**config.mk**
```make
export PLATFORM = sky130hd
export DESIGN_NAME = adcpp_port
export DESIGN_NICKNAME = d
export VERILOG_FILES = /design/src/adcpp_port.v /design/src/adcpp_sync.v
export VERILOG_INCLUDE_DIRS = /design/src /design/src/src
export SDC_FILE = /design/constraint.sdc
export NUM_CORES = 1
export LEC_CHECK = 0
export ABC_CLOCK_PERIOD_IN_PS = 1700
export BUFFER_PORTS_ARGS = -buffer_cell sky130_fd_sc_hd__buf_2
export CORE_AREA = 2 2 100 102
export DETAILED_ROUTE_END_ITERATION = 6
export DIE_AREA = 0 0 102 104
export RECOVER_POWER = 100
export SYNTH_ARGS = -nofsm -noshare
export SYNTH_HDL_FRONTEND = slang
export SYNTH_HIERARCHICAL = 1
export SYNTH_SLANG_ARGS = --single-unit
```
**constraint.sdc**
```tcl
create_clock -name SYS_CLK -period 1.7 [get_ports SYS_CLK]
set_input_delay 0.255 -clock SYS_CLK [delete_from_list [all_inputs] [get_ports SYS_CLK]]
set_output_delay 0.255 -clock SYS_CLK [all_outputs]
set_load 0.01 [all_outputs]
```
**src/adcpp_defs.vh**
```
`ifndef ADCPP_DEFS_VH
`define ADCPP_DEFS_VH

// ****************************************
// data path widths and byte layout
// ****************************************
`define ADCPP_DW        12        // full data word width
`define ADCPP_BW        8         // byte-mode lane width
`define ADCPP_HBS_BIT   8         // data line 8 doubles as high-byte select
`define ADCPP_CHW       2         // channel identifier width
`define ADCPP_CTL_RST   12'h000   // control word after power-on (normal mode)

// ****************************************
// power-management field
// ****************************************
`define ADCPP_PM_LO     4         // lower power bit position
`define ADCPP_PM_HI     5         // upper power bit position
`define ADCPP_PM_NORM   2'h0      // fully powered
`define ADCPP_PM_AUTOSD 2'h1      // shut down after each conversion
`define ADCPP_PM_STBY   2'h2      // all but reference down after conversion
`define ADCPP_PM_FULLSD 2'h3      // shut down at write strobe rising edge

// ****************************************
// conversion timing in conversion-clock edges, priming in sys cycles
// ****************************************
`define ADCPP_ABORT_FALLS 14      // strobe may rise only after this falling edge
`define ADCPP_TRACK_RISES 13      // sample-and-hold back to track on this rise
`define ADCPP_END_FALLS   14      // conversion ends on this falling edge
`define ADCPP_CNTW        5       // edge counter width
`define ADCPP_PRIME       3       // cycles until synchronised pins and edge copies are real

`endif

```
**src/adcpp_port.v**
```verilog
`include "adcpp_defs.vh"
`timescale 1ns/10ps
`default_nettype none

module adcpp_port #(
  parameter DW = `ADCPP_DW            // data port width
) (
  // system clock and reset
  input  wire          SYS_CLK,
  input  wire          RST_B,
  // conversion control pins
  input  wire          CONVERT_START_N,
  input  wire          CONVERSION_CLOCK_IN,
  output wire          BUSY,
  // parallel bus pins
  input  wire          CS_N,
  input  wire          RD_N,
  input  wire          WR_N,
  input  wire          WORD_BYTE_SELECT,
  input  wire [DW-1:0] DATA_IN,
  output wire [DW-1:0] DATA_OUT,
  output wire          DATA_OE,
  // converter core side
  input  wire [DW-1:0] SAR_RESULT,
  input  wire [1:0]    SAR_CHANNEL,
  // state towards analog core
  output wire [DW-1:0] CONTROL_WORD,
  output wire          TRACK,
  output wire          CORE_POWERED,
  output wire          REF_POWERED,
  output wire          POWER_UP_START
);

  // ****************************************
  // pin synchronisation
  // ****************************************
  localparam SW = DW + 6;             // six control pins plus data

  wire [SW-1:0] pins_s;               // synchronised pin bundle
  wire          cvs_n_s;              // convert_start_n
  wire          cclk_s;               // conversion clock
  wire          cs_n_s;               // chip select
  wire          rd_n_s;               // read strobe
  wire          wr_n_s;               // write strobe
  wire          wb_s;                 // word/byte select
  wire [DW-1:0] din_s;                // data lines

  adcpp_sync #(
    .W        (SW)
  ) u_sync (
    .clk      (SYS_CLK),
    .rst_b    (RST_B),
    .async_in ({CONVERT_START_N, CONVERSION_CLOCK_IN, CS_N, RD_N, WR_N,
                WORD_BYTE_SELECT, DATA_IN}),
    .sync_out (pins_s)
  );

  assign {cvs_n_s, cclk_s, cs_n_s, rd_n_s, wr_n_s, wb_s, din_s} = pins_s;

  // ****************************************
  // edge detection on synchronised pins
  // ****************************************
  reg cvs_n_d_r;                      // previous convert strobe
  reg cclk_d_r;                       // previous conversion clock
  reg wr_act_d_r;                     // previous gated write active
  reg [`ADCPP_PRIME-1:0] prime_r;     // fills with ones after reset
  wire primed = prime_r[`ADCPP_PRIME-1]; // sync flops and copies hold pin values

  // edges masked until the synchroniser carries real pin levels, else the
  // all-zero reset of the flops reads as a strobe fall and a write
  wire wr_act   = primed & ~cs_n_s & ~wr_n_s; // select and write gated together
  wire cvs_fall = primed & cvs_n_d_r & ~cvs_n_s;
  wire cvs_rise = primed & ~cvs_n_d_r & cvs_n_s;
  wire cclk_rise = primed & ~cclk_d_r & cclk_s;
  wire cclk_fall = primed & cclk_d_r & ~cclk_s;
  wire wr_rise  = wr_act_d_r & ~wr_act; // end of write cycle

  // delayed copies; strobe idles high after reset
  always @(posedge SYS_CLK or negedge RST_B) begin
    if (!RST_B) begin
      cvs_n_d_r  <= 1'b1;
      cclk_d_r   <= 1'b0;
      wr_act_d_r <= 1'b0;
      prime_r    <= {`ADCPP_PRIME{1'b0}};
    end else begin
      prime_r    <= {prime_r[`ADCPP_PRIME-2:0], 1'b1};
      cvs_n_d_r  <= cvs_n_s;
      cclk_d_r   <= cclk_s;
      wr_act_d_r <= wr_act;
    end
  end

  // ****************************************
  // control register
  // ****************************************
  reg  [DW-1:0] ctl_r;                // control word
  reg  [DW-1:0] ctl_nxt;
  wire          hbs = din_s[`ADCPP_HBS_BIT]; // high-byte select in byte mode

  // write merge; data lines sampled in the same sys cycle as the gated rise,
  // both through one synchroniser, so host hold time need not cover its delay
  always @* begin
    ctl_nxt = ctl_r;
    if (wr_rise) begin
      if (wb_s) begin
        ctl_nxt = din_s;
      end else if (!hbs) begin
        ctl_nxt[`ADCPP_BW-1:0] = din_s[`ADCPP_BW-1:0];
      end else begin
        ctl_nxt[DW-1:`ADCPP_BW] = din_s[DW-`ADCPP_BW-1:0];
      end
    end
  end

  // power-on value selects normal mode
  always @(posedge SYS_CLK or negedge RST_B) begin
    if (!RST_B) begin
      ctl_r <= `ADCPP_CTL_RST;
    end else begin
      ctl_r <= ctl_nxt;
    end
  end

  wire [1:0] pm_nxt = {ctl_nxt[`ADCPP_PM_HI], ctl_nxt[`ADCPP_PM_LO]};

  // ****************************************
  // conversion sequencer
  // ****************************************
  localparam C_IDLE = 1'b0;           // waiting for strobe fall
  localparam C_CONV = 1'b1;           // converting

  reg                  cst_r;         // conversion state
  reg [`ADCPP_CNTW-1:0] rises_r;      // conversion-clock rises seen
  reg [`ADCPP_CNTW-1:0] falls_r;      // conversion-clock falls seen
  reg                  busy_r;        // busy pin
  reg                  track_r;       // sample-and-hold tracking
  reg [DW-1:0]         res_r;         // latched result
  reg [1:0]            chan_r;        // latched channel id
  reg                  done_r;        // one-cycle end pulse, result to bus
  reg                  done_d_r;      // busy falls here, after data is shown
  reg [1:0]            pwr_r;         // power state
  reg                  pup_r;         // power-up start pulse

  localparam P_ON   = 2'h0;           // fully powered
  localparam P_SD   = 2'h1;           // all circuitry down
  localparam P_STBY = 2'h2;           // reference only
  localparam P_FSD  = 2'h3;           // full shutdown by register

  // count edges since start; a fall counter hitting the end value
  // finishes the conversion, only conversion-clock edges time it
  wire end_hit   = (cst_r == C_CONV) & cclk_fall &
                   (falls_r == `ADCPP_END_FALLS - 1);
  wire early_rise = (cst_r == C_CONV) & cvs_rise &
                    (falls_r < `ADCPP_ABORT_FALLS);
  wire start     = (cst_r == C_IDLE) & cvs_fall & (pwr_r == P_ON);

  // conversion state machine and counters
  always @(posedge SYS_CLK or negedge RST_B) begin
    if (!RST_B) begin
      cst_r   <= C_IDLE;
      rises_r <= {`ADCPP_CNTW{1'b0}};
      falls_r <= {`ADCPP_CNTW{1'b0}};
      busy_r  <= 1'b0;
      done_r  <= 1'b0;
      done_d_r <= 1'b0;
    end else begin
      done_r   <= 1'b0;
      done_d_r <= done_r;
      // busy drops a cycle after the bus data took the new result
      if (done_d_r) begin
        busy_r <= 1'b0;
      end
      case (cst_r)
        C_IDLE: begin
          if (start) begin
            cst_r   <= C_CONV;
            busy_r  <= 1'b1;
            rises_r <= {`ADCPP_CNTW{1'b0}};
            falls_r <= {`ADCPP_CNTW{1'b0}};
          end
        end
        C_CONV: begin
          if (early_rise) begin        // abort, busy drops at once
            cst_r  <= C_IDLE;
            busy_r <= 1'b0;
          end else if (end_hit) begin
            cst_r  <= C_IDLE;
            done_r <= 1'b1;            // result loads now, busy two cycles later
          end else begin
            if (cclk_rise) begin
              rises_r <= rises_r + 1'b1;
            end
            if (cclk_fall) begin
              falls_r <= falls_r + 1'b1;
            end
          end
        end
        default: begin
          cst_r <= C_IDLE;
        end
      endcase
    end
  end

  // result latch; loaded two cycles ahead of busy falling
  always @(posedge SYS_CLK or negedge RST_B) begin
    if (!RST_B) begin
      res_r  <= {DW{1'b0}};
      chan_r <= 2'h0;
    end else if (end_hit) begin
      res_r  <= SAR_RESULT;
      chan_r <= SAR_CHANNEL;
    end
  end

  // ****************************************
  // sample-and-hold and power states
  // ****************************************
  wire track_rise = (cst_r == C_CONV) & cclk_rise &
                    (rises_r == `ADCPP_TRACK_RISES - 1);

  // track/hold and power manager; hold after power-on until first rise
  always @(posedge SYS_CLK or negedge RST_B) begin
    if (!RST_B) begin
      track_r <= 1'b0;
      pwr_r   <= P_ON;
      pup_r   <= 1'b0;
    end else begin
      pup_r <= 1'b0;
      case (pwr_r)
        P_ON: begin
          if (start) begin
            track_r <= 1'b0;
          end else if (early_rise | track_rise) begin
            track_r <= 1'b1;
          end else if (cvs_rise && cst_r == C_IDLE) begin
            track_r <= 1'b1;
          end
          if (end_hit && pm_nxt == `ADCPP_PM_AUTOSD) begin
            pwr_r   <= P_SD;
            track_r <= 1'b0;
          end else if (end_hit && pm_nxt == `ADCPP_PM_STBY) begin
            pwr_r   <= P_STBY;
            track_r <= 1'b0;
          end
        end
        P_SD, P_STBY: begin
          if (cvs_rise) begin          // wake and track
            pwr_r   <= P_ON;
            track_r <= 1'b1;
            pup_r   <= 1'b1;
          end
        end
        P_FSD: begin
          if (wr_rise && pm_nxt != `ADCPP_PM_FULLSD) begin
            pwr_r   <= P_ON;
            track_r <= 1'b1;
            pup_r   <= 1'b1;
          end
        end
        default: begin
          pwr_r <= P_ON;
        end
      endcase
      // full shutdown wins, also mid conversion
      if (wr_rise && pm_nxt == `ADCPP_PM_FULLSD) begin
        pwr_r   <= P_FSD;
        track_r <= 1'b0;
        pup_r   <= 1'b0;
      end
    end
  end

  // ****************************************
  // read path
  // ****************************************
  reg  [DW-1:0] dout_r;               // registered bus data
  wire          rd_act = primed & ~cs_n_s & ~rd_n_s; // gated, level active

  // present word or selected byte every cycle; with permanent read
  // the new result follows res_r before busy falls
  always @(posedge SYS_CLK or negedge RST_B) begin
    if (!RST_B) begin
      dout_r <= {DW{1'b0}};
    end else if (wb_s) begin
      dout_r <= res_r;
    end else if (hbs) begin
      dout_r <= {{(DW-`ADCPP_BW){1'b0}}, 2'b00, chan_r,
                 res_r[DW-1:`ADCPP_BW]};
    end else begin
      dout_r <= {{(DW-`ADCPP_BW){1'b0}}, res_r[`ADCPP_BW-1:0]};
    end
  end

  // ****************************************
  // outputs
  // ****************************************
  assign DATA_OUT       = dout_r;
  assign DATA_OE        = rd_act;
  assign BUSY           = busy_r;
  assign CONTROL_WORD   = ctl_r;
  assign TRACK          = track_r;
  assign CORE_POWERED   = (pwr_r == P_ON);
  assign REF_POWERED    = (pwr_r == P_ON) | (pwr_r == P_STBY);
  assign POWER_UP_START = pup_r;

endmodule // adcpp_port

`default_nettype wire

```
**src/adcpp_sync.v**
```verilog
`timescale 1ns/10ps
`default_nettype none

// ****************************************
// two-flop synchroniser for pin inputs
// ****************************************
module adcpp_sync #(
  parameter W = 1                     // number of bits
) (
  // clock and reset
  input  wire         clk,
  input  wire         rst_b,
  // async in, sync out
  input  wire [W-1:0] async_in,
  output wire [W-1:0] sync_out
);

  reg [W-1:0] meta_r;                 // first stage, read only by second
  reg [W-1:0] sync_r;                 // second stage

  // plain double flop; reset value all zero
  always @(posedge clk or negedge rst_b) begin
    if (!rst_b) begin
      meta_r <= {W{1'b0}};
      sync_r <= {W{1'b0}};
    end else begin
      meta_r <= async_in;
      sync_r <= meta_r;
    end
  end

  assign sync_out = sync_r;

endmodule // adcpp_sync

`default_nettype wire
```
==> out/metrics.cfg <==
[status]
run_status = finished, violations left
violations = negative setup slack

[synth]
synth.top_cells.by_area = dfrtp_1 (65%), mux2_2 (8.4%), ha_1 (2.3%)
yosysWarnings = 6
yosysSeqAreaShare_pct = 65.5
synth_commonest_cells = dfrtp_1 (97), mux2_2 (28), nand2_1 (14)
synth_edf_count = 0
syn_area_sq_um = 3740
synth_cells = 273
ys_seq_elements = 98
yosysMostFrequentCell = dfrtp_1
synth_ff_type = dfrtp_1
yosysTopAreaCell = dfrtp_1
ys_types = 51
synth_top_cell_area_share_pct = 64.8
avgSynthCellArea_sq_um = 13.7
syn_nets = 314
async_flop_share_pct = 100

[floorplanning]
pin_count = 64
initial_utilization_pct = 39.2
die_w_um = 102
die-height_um = 104
core_sq_um = 9550
num_rows = 36
dieArea_sq_um = 10600

[cells_and_area]
area_delta_synth_final_pct = 31.0
stdcell_count = 528
design_area_sq_um = 4910
drive_gt1_share_pct = 33.9
n_antenna_cell = 0
layout.nets = 431

[pwr]
p_comb_share_pct = 24.6
clock_power_share_pct = 26.0
power_density_nw_per_um2 = 1140
peakVddDrop_mv = 0.503
p_leak_nw = 2.26
p_switching_mw = 1.71
intPower_mw = 3.88
sw_frac_of_total_pct = 30.6
seqPwrFrac_pct = 49.3

[critical_path]
crit_path_start_kind = flop
critical-path-slowest-cell = dfrtp_1
crit_chain = inv_2 > ha_4 > nand2_4 > o31a_1 > nor4b_4 > xnor2_1 > nor2_1
cp_slowest_stage_delay_ns = 0.40
worst-path-max-fanout = 4
cp.buffers_inverters = 1
worstSetupEndpointType = flop
crit_arrival_ns = 1.96
crit_type = flop to flop
path_delay_family = simple AND/OR/NAND/NOR gates
required_ns = 1.95

[cts]
clk_pin_slew_ns = 0.11
ctsLongestPathBuffers = 2
cts_made_buffers = 9
clock_sinks = 98
cts_root_buf = clkbuf_8
insertion_delay_ns = 0.37
ctsHtreeMaxLevel = 3
tritoncts = done

[drt]
vias_per_cell = 4.62
drc_errors = 0
num_vias = 2437
ant_nets = 0
drt_first_pass_iters = 4
drt_first_iter_violations = 141
routedWlPerCell_um = 13.4
routed_wl_um = 7080

[placement]
dp.cells = 486
post-dp-hpwl_um = 4920
place_congestion = 0.796
dpl-instance-area_sq_um = 4410
dp_slack_ns = -0.0430
io_buffers = 63

[global_route]
grt_pass1_vias = 2529
antenna_found_initial = 0
track_usage_pct = 14.1
grt_overflow = 0
grt_max_degree = 47
grt_pass1_wl_um = 11800

[timing]
worstMarginPinSlew_ns = 0.743
max_freq_mhz = 587
slew_violations = 0
fin_crit_ns = 1.70
setup_slack_ns = -0.00311
maxSlewHeadroom_pct = 50.5
skew_ns = 0.0161
rsz0062_at_grt = true
finalSetupViolCount = 1
hold_viol = 0
finalCritPeriodShare_pct = 100

[min_path]
min_path_type = primary input to flop

[flow_run]
drv_cap = 0

## final timing paths
check	startpoint	endpoint	slack [ns]	cells after the start
worst min-delay path	SAR_RESULT[5]	res_r[5]	0.11	2
worst min register to register	prime_r[1]	prime_r[2]	0.35	0
worst max-delay path	pwr_r[0]	falls_r[2]	-0.003	7
worst max register to register	pwr_r[0]	falls_r[2]	-0.003	7
max in group asynchronous	RST_B	u_sync/meta_r[2]	0.37	3
min in group asynchronous	RST_B	pwr_r[1]	0.48	2
## through the flow
stage | setup TNS [ns] | hold slack [ns] | utilization [%] | total power [mW]
4_1_cts | -0.00180 | 0.0951 | 50.6 | 5.56
3_5_place_dp | -0.0430 | 0.212 | 46.2 | 3.98
5_1_grt | -0.565 | 0.0900 | 51.4 | 5.95
3_3_place_gp | 0 | 0.210 | 46.2 | 3.96
2_1_floorplan | -0.0506 | -0.0406 | - | 3.45
6_report | -0.00311 | 0.111 | 51.4 | 5.59
## logic make-up (layout without fill, tap and decap cells)
kind of cell    Yosys count  after routing  synth area share (%)
compound gates           34             34                  5.98
buf+inv                  19            141                  2.44
other cells               1              1                 0.100
mux                      31             31                  9.22
simple gates             74             74                  12.3
fa+ha+maj                 7              7                  2.34
xor+xnor                  9              9                  2.11
flops                    98             98                  65.5
## layout make-up
| class | instances | area (sq um) |
|---|---|---|
| inverter | 11 | 41.3 |
| tap | 133 | 166 |
| fill | 880 | 4640 |
| clock inverter | 6 | 56.3 |
| timing repair buffer | 114 | 723 |
| sequential | 98 | 2450 |
| clock buffer | 10 | 138 |
| multi-input combinational | 156 | 1330 |
## metal layers
layer | up-vias | GRT usage [%] | part of all wire, %
li1 | 1178 | - | -
met2 | 58 | 21.6 | 47
met4 | 0 | 6.19 | 1.6
met1 | 1193 | 19.2 | 46
met5 | - | 0 | 0
met3 | 8 | 3.16 | 5.2
## power groups by stage
stage	Clock, mW	Combinational (mW)	Sequential (mW)
2_1_floorplan	0	0.643	2.81
3_3_place_gp	0	1.17	2.79
3_5_place_dp	0	1.18	2.80
4_1_cts	1.51	1.30	2.75
5_1_grt	1.61	1.54	2.79
6_report	1.46	1.38	2.76
## layout by cell type, fill, tap and decap left out, types with 8 or more instances in the layout
cell,n
dfrtp_1,96
clkbuf_1,32
mux2_4,9
nand2_1,13
dlygate4sd3_1,19
o21ai_0,11
clkbuf_8,10
nor2_1,8
buf_2,32
inv_1,8
buf_4,21
mux2_2,19
## registers in the layout, indices dropped and copies added (netlist names), 2 cells and up
register / count
u_sync/meta_r: 18
u_sync/sync_out: 18
CONTROL_WORD: 12
DATA_OUT: 12
res_r: 12
falls_r: 5
rises_r: 5
prime_r: 3
chan_r: 2
pwr_r: 2
## what timing repair did
item	in CTS	in global routing
hold buffers	19	0
setup buffers	2	4
cloned	0	1
hold endpoints to repair	44	0
setup endpoints to repair	10	24
pin swaps	1	11
gates resized for setup	8	31
(Power assumes the default switching activity.)
